===== src/hw/cfs_regs.svh =====
// register offsets, field positions and reset values of the fifo status block
// assumes it is included by bare name wherever these constants are needed
`ifndef CFS_REGS_SVH
`define CFS_REGS_SVH

// ----------------------------------------------------------------------
// register select codes
// ----------------------------------------------------------------------
`define CFS_SEL_STATUS       1'b0
`define CFS_SEL_USER_ADDR    1'b1

// ----------------------------------------------------------------------
// status register field positions
// ----------------------------------------------------------------------
`define CFS_IDX_HI           12
`define CFS_IDX_LO           8
`define CFS_BIT_ABORT        7
`define CFS_BIT_LARB         6
`define CFS_BIT_BUSERR       5
`define CFS_BIT_ATTEMPTS     4
`define CFS_BIT_OVERFLOW     3
`define CFS_BIT_EMPTY_FULL   2
`define CFS_BIT_HALF         1
`define CFS_BIT_NOTFULL_NE   0

// ----------------------------------------------------------------------
// reset values
// ----------------------------------------------------------------------
`define CFS_RST_WORD         32'h0000_0000
`define CFS_RST_PTR          5'h00
`define CFS_RST_COUNT        6'h00

`endif


===== src/hw/cfs_pkg.sv =====
// types shared by the fifo status block and its sub-modules
// assumes nothing of its surroundings
package cfs_pkg;

    // ------------------------------------------------------------------
    // transmit slot tracking
    // ------------------------------------------------------------------
    typedef enum logic [2:0] {
        CFS_TX_IDLE    = 3'b001,
        CFS_TX_PENDING = 3'b010,
        CFS_TX_ACTIVE  = 3'b100
    } cfs_tx_state_t;

    typedef logic [4:0]  cfs_ptr_t;
    typedef logic [5:0]  cfs_count_t;
    typedef logic [31:0] cfs_word_t;

endpackage


===== src/hw/cfs_occ_if.sv =====
// occupancy signals passed between the counter, the flag logic and the top
// assumes one clock shared by all users
`timescale 1ns/1ps
interface cfs_occ_if;
    import cfs_pkg::*;

    logic       push;
    logic       pop;
    logic       flush;
    cfs_count_t depth;
    cfs_count_t count;
    cfs_ptr_t   head;
    cfs_ptr_t   tail;
    logic       full;
    logic       empty;
    logic       dropped;

    modport ctr  (input push, pop, flush, depth, output count, head, tail, full, empty, dropped);
    modport flg  (input count, depth);
    modport user (output push, pop, flush, depth, input count, head, tail, full, empty, dropped);
endinterface


===== src/hw/cfs_occupancy.sv =====
// head, tail and occupancy counter of one message fifo
// assumes push and pop are single-cycle strobes on the core clock
`timescale 1ns/1ps
module cfs_occupancy
    import cfs_pkg::*;
(
    input  wire logic clk_i,
    input  wire logic rstn_i,
    cfs_occ_if.ctr    occ
);
`include "cfs_regs.svh"

    function automatic cfs_ptr_t wrap_inc(input cfs_ptr_t p, input cfs_count_t d);
        wrap_inc = ({1'b0, p} + 6'h01 >= d) ? `CFS_RST_PTR : p + 5'h01;
    endfunction

    logic do_push;
    logic do_pop;

    // pushes into a full fifo are dropped unless a pop comes in the same cycle; never overwrite
    assign occ.full    = (occ.count >= occ.depth);
    assign occ.empty   = (occ.count == `CFS_RST_COUNT);
    assign do_push     = occ.push & (~occ.full | occ.pop);
    assign do_pop      = occ.pop & ~occ.empty;
    assign occ.dropped = occ.push & occ.full & ~occ.pop;

    always_ff @(posedge clk_i) begin
        if (!rstn_i || occ.flush) begin
            occ.head  <= `CFS_RST_PTR;
            occ.tail  <= `CFS_RST_PTR;
            occ.count <= `CFS_RST_COUNT;
        end else begin
            if (do_push) begin
                occ.head <= wrap_inc(occ.head, occ.depth);
            end
            if (do_pop) begin
                occ.tail <= wrap_inc(occ.tail, occ.depth);
            end
            if (do_push && !do_pop) begin
                occ.count <= occ.count + 6'h01;
            end else if (do_pop && !do_push) begin
                occ.count <= occ.count - 6'h01;
            end
        end
    end
endmodule


===== src/hw/cfs_level_flags.sv =====
// occupancy level comparisons for the three level flags
// assumes count never exceeds depth
`timescale 1ns/1ps
module cfs_level_flags
    import cfs_pkg::*;
(
    cfs_occ_if.flg    occ,
    output logic      at_or_below_half_o,
    output logic      at_or_above_half_o,
    output logic      is_full_o,
    output logic      is_empty_o
);
    logic [6:0] twice;
    logic [6:0] depth_w;

    // compare twice the count to avoid rounding odd depths
    assign twice              = {occ.count, 1'b0};
    assign depth_w            = {1'b0, occ.depth};
    assign at_or_below_half_o = (twice <= depth_w);
    assign at_or_above_half_o = (twice >= depth_w);
    assign is_full_o          = (occ.count >= occ.depth);
    assign is_empty_o         = (occ.count == 6'h00);
endmodule


===== src/hw/cfs_fifo_status.sv =====
// fifo status and user address registers of one message fifo
// assumes the spi block, the protocol engine and the ram live on the core clock
//
// What this block does
// - message index is zero-based: next to send on tx, next slot filled on rx
// - message index runs from zero to configured depth minus one
// - abort flag reads one when the last tx message was aborted during an active send; an abort while pending leaves it unchanged
// - lost-arbitration flag reads one when the message lost arbitration
// - bus-error flag reads one when a bus error hit the message
// - the three outcome flags clear on transmit request set or host zero write
// - outcome flags change only on message completion, abort, fifo reset, transmit request set or host zero write
// - attempts-exhausted flag pending on tx, reads zero on rx
// - overflow flag sets on rx overflow, reads zero on tx
// - tx: bit two reads one when empty, zero when anything queued
// - rx: bit two is the full flag, zero when not full
// - tx: half flag one when occupancy at or below half depth
// - rx: half flag one when occupancy at or above half depth
// - tx: lowest flag one while not full
// - rx: lowest flag one while at least one message held
// - tx: user address reads ram address of the head
// - rx: user address reads ram address of the tail
`timescale 1ns/1ps
module cfs_fifo_status
    import cfs_pkg::*;
(
    // clock and reset
    input  wire logic        CORE_CLK_I,
    input  wire logic        RSTN_I,
    // fifo configuration
    input  wire logic        DIRECTION_IS_TRANSMIT_I,
    input  wire logic [4:0]  DEPTH_CODE_I,
    input  wire logic [31:0] FIFO_BASE_ADDR_I,
    input  wire logic [11:0] OBJECT_BYTES_I,
    input  wire logic        CONFIG_MODE_I,
    input  wire logic        FIFO_RESET_I,
    // host side events
    input  wire logic        TRANSMIT_REQUEST_SET_I,
    input  wire logic        HOST_INCREMENT_I,
    // protocol engine events
    input  wire logic        TX_START_I,
    input  wire logic        TX_DONE_I,
    input  wire logic        TX_ABORTED_I,
    input  wire logic        TX_LOST_ARB_I,
    input  wire logic        TX_BUS_ERROR_I,
    input  wire logic        TX_ATTEMPTS_EXHAUSTED_I,
    input  wire logic        RX_STORE_I,
    input  wire logic        RX_OVERFLOW_I,
    // register access
    input  wire logic        REG_SEL_I,
    input  wire logic        REG_WR_I,
    input  wire logic        REG_RD_I,
    input  wire logic [3:0]  REG_BE_I,
    input  wire logic [31:0] REG_WDATA_I,
    output logic      [31:0] REG_RDATA_O,
    output logic             REG_RVALID_O,
    // status toward the engine
    output logic             FIFO_FULL_O,
    output logic             FIFO_EMPTY_O,
    output logic             TX_BUSY_O
);
`include "cfs_regs.svh"

    // ------------------------------------------------------------------
    // helpers
    // ------------------------------------------------------------------
    // ram address of a message slot; used for head and tail
    function automatic cfs_word_t slot_addr(input cfs_word_t base,
                                            input cfs_ptr_t  idx,
                                            input logic [11:0] obj);
        logic [16:0] off;
        off       = 17'(idx) * 17'(obj);
        slot_addr = base + {15'h0000, off};
    endfunction

    // ------------------------------------------------------------------
    // declarations
    // ------------------------------------------------------------------
    cfs_occ_if        occ ();

    cfs_tx_state_t    tx_state_q;
    cfs_tx_state_t    tx_state_d;

    logic             is_tx;
    logic             below_half;
    logic             above_half;
    logic             lvl_full;
    logic             lvl_empty;

    logic             aborted_q;
    logic             lost_arb_q;
    logic             bus_err_q;
    logic             attempts_q;
    logic             overflow_q;

    logic             host_wr_status;
    logic             clr_abort;
    logic             clr_larb;
    logic             clr_buserr;
    logic             clr_attempts;
    logic             clr_overflow;
    logic             outcome_event;
    logic             outcome_clear;
    logic             overflow_event;
    logic             tx_pop;

    cfs_ptr_t         msg_index;
    logic             flag_bit2;
    logic             flag_bit1;
    logic             flag_bit0;
    cfs_word_t        status_word;
    cfs_word_t        user_addr_word;
    cfs_word_t        user_addr_q;

    // ------------------------------------------------------------------
    // occupancy counter and level comparisons
    // ------------------------------------------------------------------
    assign is_tx = DIRECTION_IS_TRANSMIT_I;

    // depth code n means n+1 messages
    assign occ.depth = {1'b0, DEPTH_CODE_I} + 6'h01;
    assign occ.flush = FIFO_RESET_I;

    // tx: host queues, successful send drains; rx: engine stores, host drains
    assign tx_pop   = (tx_state_q == CFS_TX_ACTIVE) & TX_DONE_I;
    assign occ.push = is_tx ? HOST_INCREMENT_I : RX_STORE_I;
    assign occ.pop  = is_tx ? tx_pop : HOST_INCREMENT_I;

    cfs_occupancy u_occupancy (
        .clk_i  (CORE_CLK_I),
        .rstn_i (RSTN_I),
        .occ    (occ.ctr)
    );

    cfs_level_flags u_level_flags (
        .occ                (occ.flg),
        .at_or_below_half_o (below_half),
        .at_or_above_half_o (above_half),
        .is_full_o          (lvl_full),
        .is_empty_o         (lvl_empty)
    );

    // ------------------------------------------------------------------
    // transmit slot tracking
    // ------------------------------------------------------------------
    // completion strobes outside an active send are ignored, so a stray
    // strobe cannot disturb the outcome flags
    always_comb begin
        tx_state_d = tx_state_q;
        case (tx_state_q)
            CFS_TX_IDLE: begin
                if (TRANSMIT_REQUEST_SET_I && is_tx) begin
                    tx_state_d = CFS_TX_PENDING;
                end
            end
            CFS_TX_PENDING: begin
                if (TX_ABORTED_I) begin
                    tx_state_d = CFS_TX_IDLE;
                end else if (TX_START_I) begin
                    tx_state_d = CFS_TX_ACTIVE;
                end
            end
            CFS_TX_ACTIVE: begin
                if (TX_DONE_I || TX_ABORTED_I) begin
                    tx_state_d = (occ.count > 6'h01 || TX_ABORTED_I) ?
                                 CFS_TX_PENDING : CFS_TX_IDLE;
                    if (TX_ABORTED_I) begin
                        tx_state_d = CFS_TX_IDLE;
                    end
                end
            end
            default: begin
                tx_state_d = CFS_TX_IDLE;
            end
        endcase
    end

    always_ff @(posedge CORE_CLK_I) begin
        if (!RSTN_I || FIFO_RESET_I || !is_tx) begin
            tx_state_q <= CFS_TX_IDLE;
        end else begin
            tx_state_q <= tx_state_d;
        end
    end

    // ------------------------------------------------------------------
    // host clear strobes
    // ------------------------------------------------------------------
    // writing one to a flag has no effect; only a zero clears it
    assign host_wr_status = REG_WR_I & (REG_SEL_I == `CFS_SEL_STATUS) & REG_BE_I[0];
    assign clr_abort      = host_wr_status & ~REG_WDATA_I[`CFS_BIT_ABORT];
    assign clr_larb       = host_wr_status & ~REG_WDATA_I[`CFS_BIT_LARB];
    assign clr_buserr     = host_wr_status & ~REG_WDATA_I[`CFS_BIT_BUSERR];
    assign clr_attempts   = host_wr_status & ~REG_WDATA_I[`CFS_BIT_ATTEMPTS];
    assign clr_overflow   = host_wr_status & ~REG_WDATA_I[`CFS_BIT_OVERFLOW];

    // ------------------------------------------------------------------
    // transmit outcome flags
    // ------------------------------------------------------------------
    assign outcome_event = (tx_state_q == CFS_TX_ACTIVE) & (TX_DONE_I | TX_ABORTED_I);
    assign outcome_clear = TRANSMIT_REQUEST_SET_I;

    // an outcome in the same cycle as a clear wins over the clear
    always_ff @(posedge CORE_CLK_I) begin
        if (!RSTN_I || FIFO_RESET_I) begin
            aborted_q <= 1'b0;
        end else if (outcome_event) begin
            aborted_q <= TX_ABORTED_I & ~TX_DONE_I;
        end else if (outcome_clear || clr_abort) begin
            aborted_q <= 1'b0;
        end
    end

    always_ff @(posedge CORE_CLK_I) begin
        if (!RSTN_I || FIFO_RESET_I) begin
            lost_arb_q <= 1'b0;
        end else if (outcome_event) begin
            lost_arb_q <= TX_LOST_ARB_I;
        end else if (outcome_clear || clr_larb) begin
            lost_arb_q <= 1'b0;
        end
    end

    always_ff @(posedge CORE_CLK_I) begin
        if (!RSTN_I || FIFO_RESET_I) begin
            bus_err_q <= 1'b0;
        end else if (outcome_event) begin
            bus_err_q <= TX_BUS_ERROR_I;
        end else if (outcome_clear || clr_buserr) begin
            bus_err_q <= 1'b0;
        end
    end

    // ------------------------------------------------------------------
    // sticky interrupt flags
    // ------------------------------------------------------------------
    always_ff @(posedge CORE_CLK_I) begin
        if (!RSTN_I || FIFO_RESET_I || !is_tx) begin
            attempts_q <= 1'b0;
        end else if (TX_ATTEMPTS_EXHAUSTED_I) begin
            attempts_q <= 1'b1;
        end else if (clr_attempts) begin
            attempts_q <= 1'b0;
        end
    end

    // overflow from the engine or a store dropped on a full fifo
    assign overflow_event = ~is_tx & (RX_OVERFLOW_I | occ.dropped);

    always_ff @(posedge CORE_CLK_I) begin
        if (!RSTN_I || FIFO_RESET_I || is_tx) begin
            overflow_q <= 1'b0;
        end else if (overflow_event) begin
            overflow_q <= 1'b1;
        end else if (clr_overflow) begin
            overflow_q <= 1'b0;
        end
    end

    // ------------------------------------------------------------------
    // level flags and message index
    // ------------------------------------------------------------------
    // tx index follows the tail (next to send), rx the head (next slot)
    assign msg_index = is_tx ? occ.tail : occ.head;

    // rx bit two is driven as full; the printed "1 = empty" is taken as a typo
    assign flag_bit2 = is_tx ? lvl_empty : lvl_full;
    assign flag_bit1 = is_tx ? below_half : above_half;
    assign flag_bit0 = is_tx ? ~lvl_full : ~lvl_empty;

    always_comb begin
        status_word                                = `CFS_RST_WORD;
        status_word[`CFS_IDX_HI:`CFS_IDX_LO]       = msg_index;
        status_word[`CFS_BIT_ABORT]                = aborted_q;
        status_word[`CFS_BIT_LARB]                 = lost_arb_q;
        status_word[`CFS_BIT_BUSERR]               = bus_err_q;
        status_word[`CFS_BIT_ATTEMPTS]             = attempts_q;
        status_word[`CFS_BIT_OVERFLOW]             = overflow_q;
        status_word[`CFS_BIT_EMPTY_FULL]           = flag_bit2;
        status_word[`CFS_BIT_HALF]                 = flag_bit1;
        status_word[`CFS_BIT_NOTFULL_NE]           = flag_bit0;
    end

    // ------------------------------------------------------------------
    // user address
    // ------------------------------------------------------------------
    // ram layout may be rewritten in configuration mode, so the value then
    // is only the last one computed; the host must not rely on it
    assign user_addr_word = is_tx ?
                            slot_addr(FIFO_BASE_ADDR_I, occ.head, OBJECT_BYTES_I) :
                            slot_addr(FIFO_BASE_ADDR_I, occ.tail, OBJECT_BYTES_I);

    always_ff @(posedge CORE_CLK_I) begin
        if (!RSTN_I) begin
            user_addr_q <= `CFS_RST_WORD;
        end else if (!CONFIG_MODE_I) begin
            user_addr_q <= user_addr_word;
        end
    end

    // ------------------------------------------------------------------
    // register read port
    // ------------------------------------------------------------------
    always_ff @(posedge CORE_CLK_I) begin
        if (!RSTN_I) begin
            REG_RDATA_O <= `CFS_RST_WORD;
        end else if (REG_RD_I) begin
            REG_RDATA_O <= (REG_SEL_I == `CFS_SEL_USER_ADDR) ? user_addr_q : status_word;
        end
    end

    always_ff @(posedge CORE_CLK_I) begin
        if (!RSTN_I) begin
            REG_RVALID_O <= 1'b0;
        end else begin
            REG_RVALID_O <= REG_RD_I;
        end
    end

    // ------------------------------------------------------------------
    // engine status
    // ------------------------------------------------------------------
    always_ff @(posedge CORE_CLK_I) begin
        if (!RSTN_I) begin
            FIFO_FULL_O  <= 1'b0;
            FIFO_EMPTY_O <= 1'b1;
            TX_BUSY_O    <= 1'b0;
        end else begin
            FIFO_FULL_O  <= lvl_full;
            FIFO_EMPTY_O <= lvl_empty;
            TX_BUSY_O    <= (tx_state_d != CFS_TX_IDLE);
        end
    end
endmodule


===== config.mk =====
export PLATFORM = sky130hd
export DESIGN_NAME = cfs_fifo_status
export DESIGN_NICKNAME = d
export VERILOG_FILES = /design/src/hw/cfs_pkg.sv /design/src/hw/cfs_occ_if.sv /design/src/hw/cfs_occupancy.sv /design/src/hw/cfs_level_flags.sv /design/src/hw/cfs_fifo_status.sv
export VERILOG_INCLUDE_DIRS = /design/src /design/src/hw
export SDC_FILE = /design/constraint.sdc
export NUM_CORES = 1
export LEC_CHECK = 0
export BUFFER_PORTS_ARGS = -buffer_cell sky130_fd_sc_hd__buf_2
export CAP_MARGIN = 20
export CORE_AREA = 2 2 146 176
export CTS_BUF_LIST = sky130_fd_sc_hd__clkbuf_16
export CTS_CLUSTER_SIZE = 28
export DETAILED_ROUTE_END_ITERATION = 7
export DIE_AREA = 0 0 148 178
export GPL_ROUTABILITY_DRIVEN = 0
export PLACE_DENSITY = 0.67
export SLEW_MARGIN = 20
export SYNTH_ARGS = -nofsm -noshare
export SYNTH_HDL_FRONTEND = slang
export SYNTH_SLANG_ARGS = --single-unit

===== constraint.sdc =====
create_clock -name CORE_CLK_I -period 5.8 [get_ports CORE_CLK_I]
set_input_delay 0 -clock CORE_CLK_I [delete_from_list [all_inputs] [get_ports CORE_CLK_I]]
set_output_delay 0 -clock CORE_CLK_I [all_outputs]
set_load 0.05 [all_outputs]

; Word level (Yosys, flattened, before mapping)
; Index checks and enable logic that the tools add are counted.
[word_totals]
ff_bits = 92
inputBits = 103
out_inout_bits = 36
wordCells = 116
[op_classes]
addsub = 9
multipliers = 2
n_lt_le_gt_ge = 6
eq_ne = 4
muxes = 29
bitwise_logic = 29
n_reduce_logical = 22
[ops]
columns = op, count
row1 = $add 32x17->32, 2
row2 = $mux 32, 2
row3 = $mul 5x12->17, 2
row4 = $add 5x1->6 const B, 3
row5 = $ge 6x6->1, 3
row6 = $and 1x1->1, 15
row7 = $mux 1, 15
row8 = $mux 5, 3
row9 = $mux 3, 4
row10 = $mux 6, 2
row11 = $reduce_bool 2->1, 6
row12 = $not 1->1, 11
row13 = $add 5x1->5 const B, 2
row14 = $pmux 3 s3, 1
row15 = $logic_or 1x1->1, 8
row16 = $ge 7x6->1, 1
row17 = $le 7x6->1, 1
row18 = $add 6x1->6 const B, 1
row19 = $gt 6x1->1 const B, 1
row20 = $logic_not 6->1, 1
row21 = $sub 6x1->6 const B, 1
row22 = $logic_not 1->1, 4
row23 = $mux 2, 2
row24 = $eq 3x1->1 const B, 1
row25 = 5 further kinds, 9

; Depth between registers and ports, before layout
; Gate-level depths: netlist of run 1.
[depth]
depth_word = 9
mapped_depth = 17
mapped_depth_nobuf = 16

; Hierarchy
; From an unflattened synthesis of run 1, not the netlist that was laid out.
[unflattened]
hier_cells = 1186
hier_area_um2 = 10044.6
[modules_own_cells]
columns = mod, n_inst, cells_per_inst, area_per_inst_um2, seq_area_each_um2
row1 = cfs_fifo_status, 1, 985, 8315.5, 1521.5
row2 = cfs_occupancy, 1, 166, 1445.1, 320.3
row3 = cfs_level_flags, 1, 35, 284.0, 0.0

; Worst setup path before layout of run 1
; No wires, ideal clock.
[synth_path]
kind = flip-flop to flip-flop
from = register u_occupancy.occ.tail[2]
to = register user_addr_q[22]
setup_time_ns = 0.122
t_arrival_ns = 4.404
required_time_ns = 5.678
slack_ns = 1.274
stages_incl_launch_ff = 17
n_path_buf = 2
period_less_slack_ns = 4.526
cell_sequence = dfxtp_1 -> clkbuf_1 -> clkbuf_1 -> and2_1 -> fa_1 -> fa_1 -> inv_1 -> fa_1 -> inv_1 -> ha_1 -> nor2_1 -> and2b_1 -> a211oi_2 -> or4_4 -> a211oi_2 -> a31oi_1 -> o311a_1
[synth_via]
elab_chain_cells = 3
[synth_rtl]
columns = element, line_no
row1 = from (decl), cfs_occ_if.sv:18  ; modport ctr (input push, pop, flush, depth, output count, head, tail, full, empty, dropped);
row2 = from (signal assigned), cfs_occupancy.sv:30  ; occ.tail <= `CFS_RST_PTR;
row3 = from (signal assigned), cfs_occupancy.sv:37  ; occ.tail <= wrap_inc(occ.tail, occ.depth);
row4 = $mul 5x12->17, cfs_fifo_status.sv:71  ; off = 17'(idx) * 17'(obj);
row5 = $add 32x17->32, cfs_fifo_status.sv:72  ; slot_addr = base + {15'h0000, off};
row6 = $mux 32, cfs_fifo_status.sv:288  ; assign user_addr_word = is_tx ?
row7 = to (signal assigned), cfs_fifo_status.sv:294  ; user_addr_q <= `CFS_RST_WORD;
row8 = to (signal assigned), cfs_fifo_status.sv:296  ; user_addr_q <= user_addr_word;
row9 = to (decl), cfs_fifo_status.sv:112  ; cfs_word_t user_addr_q;
; Every way passes these cells.
; A chain may end at the register's enable or synchronous reset.

; Worst setup path after layout of run 1
[layout_path]
from = register u_occupancy.occ.head[4]
to = register user_addr_q[25]
[layout_via]
elab_chain_cells = 3
[layout_rtl]
columns = element, line_no
row1 = from (decl), cfs_occ_if.sv:18
row2 = from (signal assigned), cfs_occupancy.sv:29  ; occ.head <= `CFS_RST_PTR;
row3 = from (signal assigned), cfs_occupancy.sv:34  ; occ.head <= wrap_inc(occ.head, occ.depth);
row4 = $mul 5x12->17, cfs_fifo_status.sv:71
row5 = $add 32x17->32, cfs_fifo_status.sv:72
row6 = $mux 32, cfs_fifo_status.sv:288
; Every way passes these cells.

==> results of run 1 <==
[layout by cell type (no fill, tap or decap), types with 12 or more instances in the layout]
cell / n
a211oi_1: 15
fa_1: 90
nand2_1: 110
mux2i_1: 26
dfxtp_1: 92
xor2_1: 14
a21oi_1: 63
nor2b_1: 13
a22o_1: 19
o21ai_0: 53
nor2_1: 37
and2_1: 87
inv_1: 165
nand3_1: 12
xnor2_1: 30
dlygate4sd3_1: 17
ha_1: 84
a31oi_1: 12
a21o_1: 19
buf_2: 108
[through the flow]
step | utilization | instance area [µm²]
2_1_floorplan | - | 9683
3_3_place_gp | 0.4278 | 10520
3_5_place_dp | 0.4278 | 10520
4_1_cts | 0.4465 | 10980
5_1_grt | 0.4466 | 10980
6_report | 0.4468 | 10990
[logic make-up (layout without fill, tap and decap cells)]
kind of cell | Yosys count | after routing | synth area share
multiplexers | 27 | 27 | 0.02804
AO/OA/AOI/OAI | 265 | 265 | 0.1912
adder cells (fa/ha/maj) | 174 | 174 | 0.2946
other | 0 | 3 | 0
XOR/XNOR | 44 | 44 | 0.03980
AND/OR/NAND/NOR | 326 | 326 | 0.1735
flip-flops | 92 | 92 | 0.1902
buffers and inverters | 213 | 316 | 0.08257
[registers in the layout, indices dropped and copies added (netlist names)]
signal / count
FIFO_EMPTY_O: 1
FIFO_FULL_O: 1
REG_RDATA_O: 32
REG_RVALID_O: 1
TX_BUSY_O: 1
aborted_q: 1
attempts_q: 1
bus_err_q: 1
lost_arb_q: 1
overflow_q: 1
tx_state_q: 3
u_occupancy.occ.count: 6
u_occupancy.occ.head: 5
u_occupancy.occ.tail: 5
user_addr_q: 32
[power by group]
part / internal [mW] / total, mW / switching [mW]
sequential: 0.672 / 0.711 / 0.0384
clock: 0.300 / 0.568 / 0.268
combinational: 0.276 / 0.714 / 0.438
total: 1.25 / 1.99 / 0.745
[final timing paths]
check,start,end,slack [ps],depth (start not counted)
setup / recovery,u_occupancy.occ.head[4],user_addr_q[25],400,15
hold / removal,REG_WDATA_I[3],overflow_q,20,3
setup reg to reg,u_occupancy.occ.head[4],user_addr_q[25],400,15
hold reg to reg,user_addr_q[28],REG_RDATA_O[28],460,1
[per-layer routing]
metal  track usage  routed length [µm]  vias to the layer above
li1              -                   -                     4042
met1        0.2313               10610                     3902
met2        0.3466               12480                      162
met3       0.02813                 879                       40
met4       0.05079                 559                        0
met5             0                   0                        -
[critical path, delay by kind of cell (launching register included)]
kind	cells	cell delay, ps
adders and majority gates	4	1870
AOI/OAI and AO/OA	5	1260
DFF	1	810
buffers and inverters	3	660
and+or+nand+nor	3	660
[cell type report]
type	instances	area (µm²)
multi-input combinational	836	7042
tap	325	406.6
clock inverter	7	63.81
fill	2484	13610
inverter	166	623.1
timing repair buffer	134	778.2
clock buffer	9	225.2
antenna	3	7.507
sequential	92	1842
[what timing repair did]
action,in CTS,in global routing
gates resized for setup,0,0
hold endpoints to repair,16,0
hold buffers,17,0
==> results.cfg, run 1 <==
[timing]
drv_slew = 0
rsz0062_at_grt = no
whs_ps = 19.79
min_period_over_period = 0.9315
finalSetupTns_ps = 0
setup_slack_ps = 397.1
period_needed_ps = 5403
finalHoldViolCount = 0
worst_pin_slew_ps = 822.6
slew_headroom = 0.4516
fin_skew_ps = 6.597
setup_viol = 0
fmax_mhz = 185.1

[placement]
dpl_worst_slack_ps = 893.6
dp_hpwl_mm = 19.57
portBuffers = 108
dp.cells = 1536

[cts]
cts_buffer_depth = 2
post-cts-setup-buffer-count = 0
ctsHtreeMaxLevel = 3
cts_tree = built
root_buffer = clkbuf_16
cts.sinks = 92
worst_skew_pair.late_latency_ps = 350
clk_pin_slew_ps = 70
cts_buffers = 9

[yosys]
yosysWarnings = 0
ys_top_cells_by_count = inv_1, nand2_1, dfxtp_1
yosysMostFrequentCell = inv_1
postSynthRegisterBits = 92
synth_top_area_cell = dfxtp_1
synthCells = 1141
netlist_area_um2 = 9683
post_synth_num_cell_types = 71
syn-num-nets = 1418
synthFlopType = dfxtp_1
synth_edf_count = 0
syn_area_per_cell_um2 = 8.486
ys_top_cells_by_area = dfxtp_1, fa_1, ha_1, inv_1, and2_1
async_reset_ff_frac = 0
yosysTopAreaCellShare = 0.1902
synth_seq_area_share = 0.1902

[worst_setup_path]
timing.critical_path.mode_cell = fa_1
path_cells = and2_1 -> fa_1 -> fa_1 -> inv_1 -> fa_1 -> inv_1 -> ha_1 -> a21oi_1 -> o221ai_1 -> and3_1 -> a2111oi_4 -> a211oi_2 -> nand4_1 -> dlygate4sd3_1 -> a31oi_1
path_class = reg2reg
startpoint_type = flip-flop
critPathCaptureType = flip-flop
max_stage_delay_ps = 810
crit_path_max_fanout = 16
cp.required_ps = 6020
arrival_ps = 5620
cp_slowest_cell = dfxtp_1

[route]
ant_nets = 0
avgRoutedWirePerCell_um = 15.60
route.detailed.drc = 0
drt_first_pass_iters = 5
drtIter0Drc = 509
vias = 8146
routed_wl_mm = 24.53
vias_per_cell = 5.182

[flow_run]
maxCapViolCount = 0

[cells_and_area]
syn2layout_area_growth_pct = 13.48
nets = 1516
drive_gt1_frac = 0.1254
stdcell_count = 1572

[die]
fp.dieArea_um2 = 26340
initial_core_util = 0.3937
fp.dieW_um = 148
die_h_um = 178
core_area_um2 = 24590
num_rows = 63
io_pins = 139

[power]
peakVddDrop_mv = 0.1233
p_leak_nw = 5.367
total_power_mw = 1.993
powerDensity_nw_per_um2 = 181.4

[global_routing]
grt_util_all_layers = 0.1893
grt_antenna_before_repair = 3
overflow = 0
first_global_vias = 8247
grt_pass1_wl_mm = 40.62
grt_max_degree = 55

[run_status]
status = finished, final reports clean

[min_path]
hp-class = in2reg
Power figures use the tool's default switching activity.
==> inputs of run 2 (changes only) <==
--- a/config.mk
+++ b/config.mk
@@ -14,7 +14,7 @@
 export DETAILED_ROUTE_END_ITERATION = 7
 export DIE_AREA = 0 0 148 178
 export GPL_ROUTABILITY_DRIVEN = 0
-export PLACE_DENSITY = 0.67
+export PLACE_DENSITY = 0.55
 export SLEW_MARGIN = 20
 export SYNTH_ARGS = -nofsm -noshare
 export SYNTH_HDL_FRONTEND = slang
==> run 2 against run 1 <==
Setup slack gained 60 ps. Clock-buffer cell count stayed put. Largest power group unchanged. Sequential share of layout area about the same. Clock power grew 2%.
==> results.cfg, run 2 (synthesis results as in run 1) <==
[power]
total_power_mw = 2.007
peakVddDrop_mv = 0.1285
p_leak_nw = 5.384
powerDensity_nw_per_um2 = 182.3

[cells_and_area]
syn2layout_area_growth_pct = 13.71
final_cell_mix = inv_1, nand2_1, buf_2
drive_gt1_frac = 0.1275
diodes = 0
layout_commonest_cell = inv_1
reg_top3 = REG_RDATA_O (32), user_addr_q (32), u_occupancy.occ.count (6)
nets = 1519
stdcell_count = 1572

[global_routing]
grt_antenna_before_repair = 0
grt_util_all_layers = 0.1958
grt_max_degree = 55
grt_pass1_wl_mm = 41.92
first_global_vias = 8402
overflow = 0

[route]
ant_nets = 0
avgRoutedWirePerCell_um = 15.86
vias = 8065
drt_first_pass_iters = 4
route.detailed.drc = 0
drtIter0Drc = 388
vias_per_cell = 5.130
routed_wl_mm = 24.93

[cts]
post-cts-setup-buffer-count = 0
cts_buffers = 9
worst_skew_pair.late_latency_ps = 350
root_buffer = clkbuf_16
clk_pin_slew_ps = 70
cts_buffer_depth = 2
holdBufCountCts = 17
ctsHtreeMaxLevel = 3
cts.sinks = 92
cts_tree = built
postCtsResizedCells = 0

[die]
num_rows = 63
io_pins = 139
die_h_um = 178
fp.dieW_um = 148
core_area_um2 = 24590
fp.dieArea_um2 = 26340
initial_core_util = 0.3937

[worst_setup_path]
crit_start = u_occupancy.occ.head[4]
rr_endpoint = user_addr_q[25]
crit_path_max_fanout = 16
startpoint_type = flip-flop
arrival_ps = 5560
crit_end = user_addr_q[25]
rr_startpoint = u_occupancy.occ.head[4]
path_class = reg2reg
rrSetupSlack_ps = 460
critPathCaptureType = flip-flop
cp.required_ps = 6020
r2r_cells = 15

[timing]
rsz0062_at_grt = no
worst_pin_slew_ps = 781.0
period_needed_ps = 5343
fmax_mhz = 187.2
slew_headroom = 0.4786
finalSetupTns_ps = 0
setup_viol = 0
fin_skew_ps = 10.17
drv_slew = 0
setup_slack_ps = 456.8
finalHoldViolCount = 0
min_period_over_period = 0.9212

[min_path]
hp-class = in2reg

[placement]
portBuffers = 108
dpl_worst_slack_ps = 872.8
dp_hpwl_mm = 19.96
dp.cells = 1539

[flow_run]
maxCapViolCount = 0

[run_status]
status = finished, final reports clean
## run 2: cell count changes in the layout (fill, tap and decap cells not counted), sizes merged
cell and delta:
buf +3, clkinv +2, diode -3, inv -2
## run 2: final cells by class
class	count	area [µm²]
multi-input combinational	836	7042
inverter	166	623.1
fill	2524	13580
clock buffer	9	225.2
timing repair buffer	137	800.8
sequential	92	1842
tap	325	406.6
clock inverter	7	71.32
## run 2: how the worst min path moves through the flow
stage | startpoint | end | depth (start not counted)
4_1_cts | REG_WDATA_I[3] | overflow_q | 3
6_report | REG_WDATA_I[3] | overflow_q | 3
3_3_place_gp | TX_ATTEMPTS_EXHAUSTED_I | attempts_q | 3
3_5_place_dp | TX_LOST_ARB_I | lost_arb_q | 3
2_1_floorplan | TX_ABORTED_I | tx_state_q[2] | 1
5_1_grt | REG_WDATA_I[3] | overflow_q | 3
## run 2: routing by layer
| metal | wire (µm) | vias up | share of wire | track usage |
|---|---|---|---|---|
| li1 | - | 4043 | - | - |
| met1 | 11530 | 3873 | 0.46 | 0.2559 |
| met2 | 12340 | 120 | 0.49 | 0.3476 |
| met3 | 703 | 29 | 0.028 | 0.02379 |
| met4 | 355 | 0 | 0.014 | 0.04206 |
| met5 | 0 | - | 0 | 0 |
## run 2: where the power goes
group | switching [mW] | internal [mW]
Combinational | 0.440 | 0.279
Clock | 0.278 | 0.302
Sequential | 0.0367 | 0.672
Total | 0.754 | 1.25
## run 2: critical path: stages (launching register included)
cell           delay (ps)
dfxtp_1               800
and2_1                250
fa_1                  420
fa_1                  560
inv_1                  60
fa_1                  550
inv_1                  50
ha_1                  380
a21oi_1               280
o221ai_1              200
and3_1                260
a2111oi_4             540
a211oi_2              110
nand4_1               120
dlygate4sd3_1         550
a31oi_1                70
## run 2: through the flow
| stage | util | instance area, µm² | hold WS [ps] |
|---|---|---|---|
| after floorplan | - | 9683 | 78.51 |
| after global placement | 0.4287 | 10540 | 240.3 |
| after detailed placement | 0.4287 | 10540 | 241.0 |
| after CTS | 0.4477 | 11010 | 8.803 |
| after global routing | 0.4477 | 11010 | 17.63 |
| final | 0.4477 | 11010 | 18.13 |
==> inputs of run 3 (changes only) <==
--- a/config.mk
+++ b/config.mk
@@ -14,6 +14,7 @@
 export DETAILED_ROUTE_END_ITERATION = 7
 export DIE_AREA = 0 0 148 178
 export GPL_ROUTABILITY_DRIVEN = 0
+export HOLD_SLACK_MARGIN = 0.06
 export PLACE_DENSITY = 0.55
 export SLEW_MARGIN = 20
 export SYNTH_ARGS = -nofsm -noshare
==> run 3 against run 2 <==
Sequential power about the same. Power up 0.36%. Clock skew down 1.8 ps. Sequential cell count unchanged. Critical path depth unchanged. Register-to-register slack worse by 40 ps. Design area up 1.0%. Final cell count up 0.70%. Sequential share of layout area down 0.17 points. Hold slack better by 68 ps. Critical endpoint unchanged. Largest cell class unchanged.
==> results.cfg, run 3 (synthesis results as in run 1) <==
[die]
initial_core_util = 0.3937
core_area_um2 = 24590
fp.dieW_um = 148
num_rows = 63
die_h_um = 178
io_pins = 139
fp.dieArea_um2 = 26340

[placement]
dp_hpwl_mm = 19.96
portBuffers = 108

[cts]
root_buffer = clkbuf_16
cts_tree = built
post-cts-setup-buffer-count = 0
cts.sinks = 92
worst_skew_pair.late_latency_ps = 350
holdBufCountCts = 28
postCtsResizedCells = 0
clk_pin_slew_ps = 70
cts_buffers = 9
ctsHtreeMaxLevel = 3
cts_buffer_depth = 2

[timing]
slew_headroom = 0.4739
min_period_over_period = 0.9281
period_needed_ps = 5383
finalSetupTns_ps = 0
fin_skew_ps = 8.413
fmax_mhz = 185.8
rsz0062_at_grt = no
setup_viol = 0
drv_slew = 0
finalHoldViolCount = 0
worst_pin_slew_ps = 788.1

[cells_and_area]
seq_area_um2 = 1842
fill_cells = 2511
layout_commonest_cell = inv_1
nets = 1530
diodes = 0
final_cell_mix = inv_1, nand2_1, buf_2
multiInputGateArea_um2 = 7042
reg_top3 = REG_RDATA_O (32), user_addr_q (32), u_occupancy.occ.count (6)
drive_gt1_frac = 0.1264
final_util = 0.4522
syn2layout_area_growth_pct = 14.85

[power]
peakVddDrop_mv = 0.1304
swShare = 0.3762
pwr-share-comb = 0.359
total_power_mw = 2.014
seqPwrFrac = 0.352
p_leak_nw = 5.432
powerDensity_nw_per_um2 = 181.1
switching_power_uw = 757.8
p_clk_frac = 0.289
p_int_mw = 1.257

[route]
ant_nets = 0
vias = 8130
vias_per_cell = 5.136
avgRoutedWirePerCell_um = 15.86
route.detailed.drc = 0
drtIter0Drc = 379
drt_first_pass_iters = 4
routed_wl_mm = 25.11

[global_routing]
grt_util_all_layers = 0.1969
grt_antenna_before_repair = 0
grt_pass1_wl_mm = 42.14
overflow = 0
grt_max_degree = 55
first_global_vias = 8454

[worst_setup_path]
cp.required_ps = 6020
critPathCaptureType = flip-flop
crit_start = u_occupancy.occ.head[4]
crit_path_max_fanout = 16
path_class = reg2reg
arrival_ps = 5610
rr_startpoint = u_occupancy.occ.head[4]
startpoint_type = flip-flop

[flow_run]
maxCapViolCount = 0

[min_path]
hp-class = in2reg
min-delay-start = TX_DONE_I

[run_status]
status = finished, final reports clean
## run 3: final timing paths
| kind | end | slack [ps] | cells past startpoint |
|---|---|---|---|
| setup / recovery | user_addr_q[25] | 420 | 15 |
| hold / removal | aborted_q | 90 | 3 |
| setup reg to reg | user_addr_q[25] | 420 | 15 |
| hold reg to reg | REG_RDATA_O[22] | 460 | 1 |
## run 3: area by class of cell
class,count,share of cell area
Multi-Input combinational cell,836,0.6332
Sequential cell,92,0.1656
Timing Repair Buffer,148,0.08191
Inverter,166,0.05603
Tap cell,325,0.03657
Clock buffer,9,0.02025
Clock inverter,7,0.006413
## run 3: critical path, stage by stage (launching register included)
cell and delay [ps]:
dfxtp_1 830, and2_1 260, fa_1 420, fa_1 560, inv_1 60, fa_1 550, inv_1 50, ha_1 380
a21oi_1 280, o221ai_1 200, and3_1 260, a2111oi_4 540, a211oi_2 110, nand4_1 120, dlygate4sd3_1 550, a31oi_1 70
## run 3: power by group through the flow
stage | registers [mW] | logic, mW | clock network (mW)
floorplan | 0.753 | 0.476 | 0
CTS | 0.709 | 0.730 | 0.596
finish | 0.709 | 0.724 | 0.582
global placement | 0.724 | 0.704 | 0
detailed placement | 0.724 | 0.712 | 0
global route | 0.715 | 0.820 | 0.623
## run 3: through the flow
stage / hold slack [ps] / cells / worst slack (ps) / cell area [µm²]
after floorplan: 78.51 / 1141 / 1274 / 9683
after global placement: 240.3 / 1539 / 900.8 / 10540
after detailed placement: 241.0 / 1539 / 872.8 / 10540
after CTS: 75.71 / 1583 / 438.2 / 11120
after global routing: 96.95 / 1583 / 187.4 / 11120
final: 85.98 / 1583 / 417.2 / 11120
## run 3: per-layer routing
| layer | share of wire | vias up | GRT usage |
|---|---|---|---|
| li1 | - | 4063 | - |
| met1 | 0.47 | 3908 | 0.2565 |
| met2 | 0.49 | 128 | 0.3505 |
| met3 | 0.024 | 31 | 0.02379 |
| met4 | 0.015 | 0 | 0.04206 |
| met5 | 0 | - | 0 |
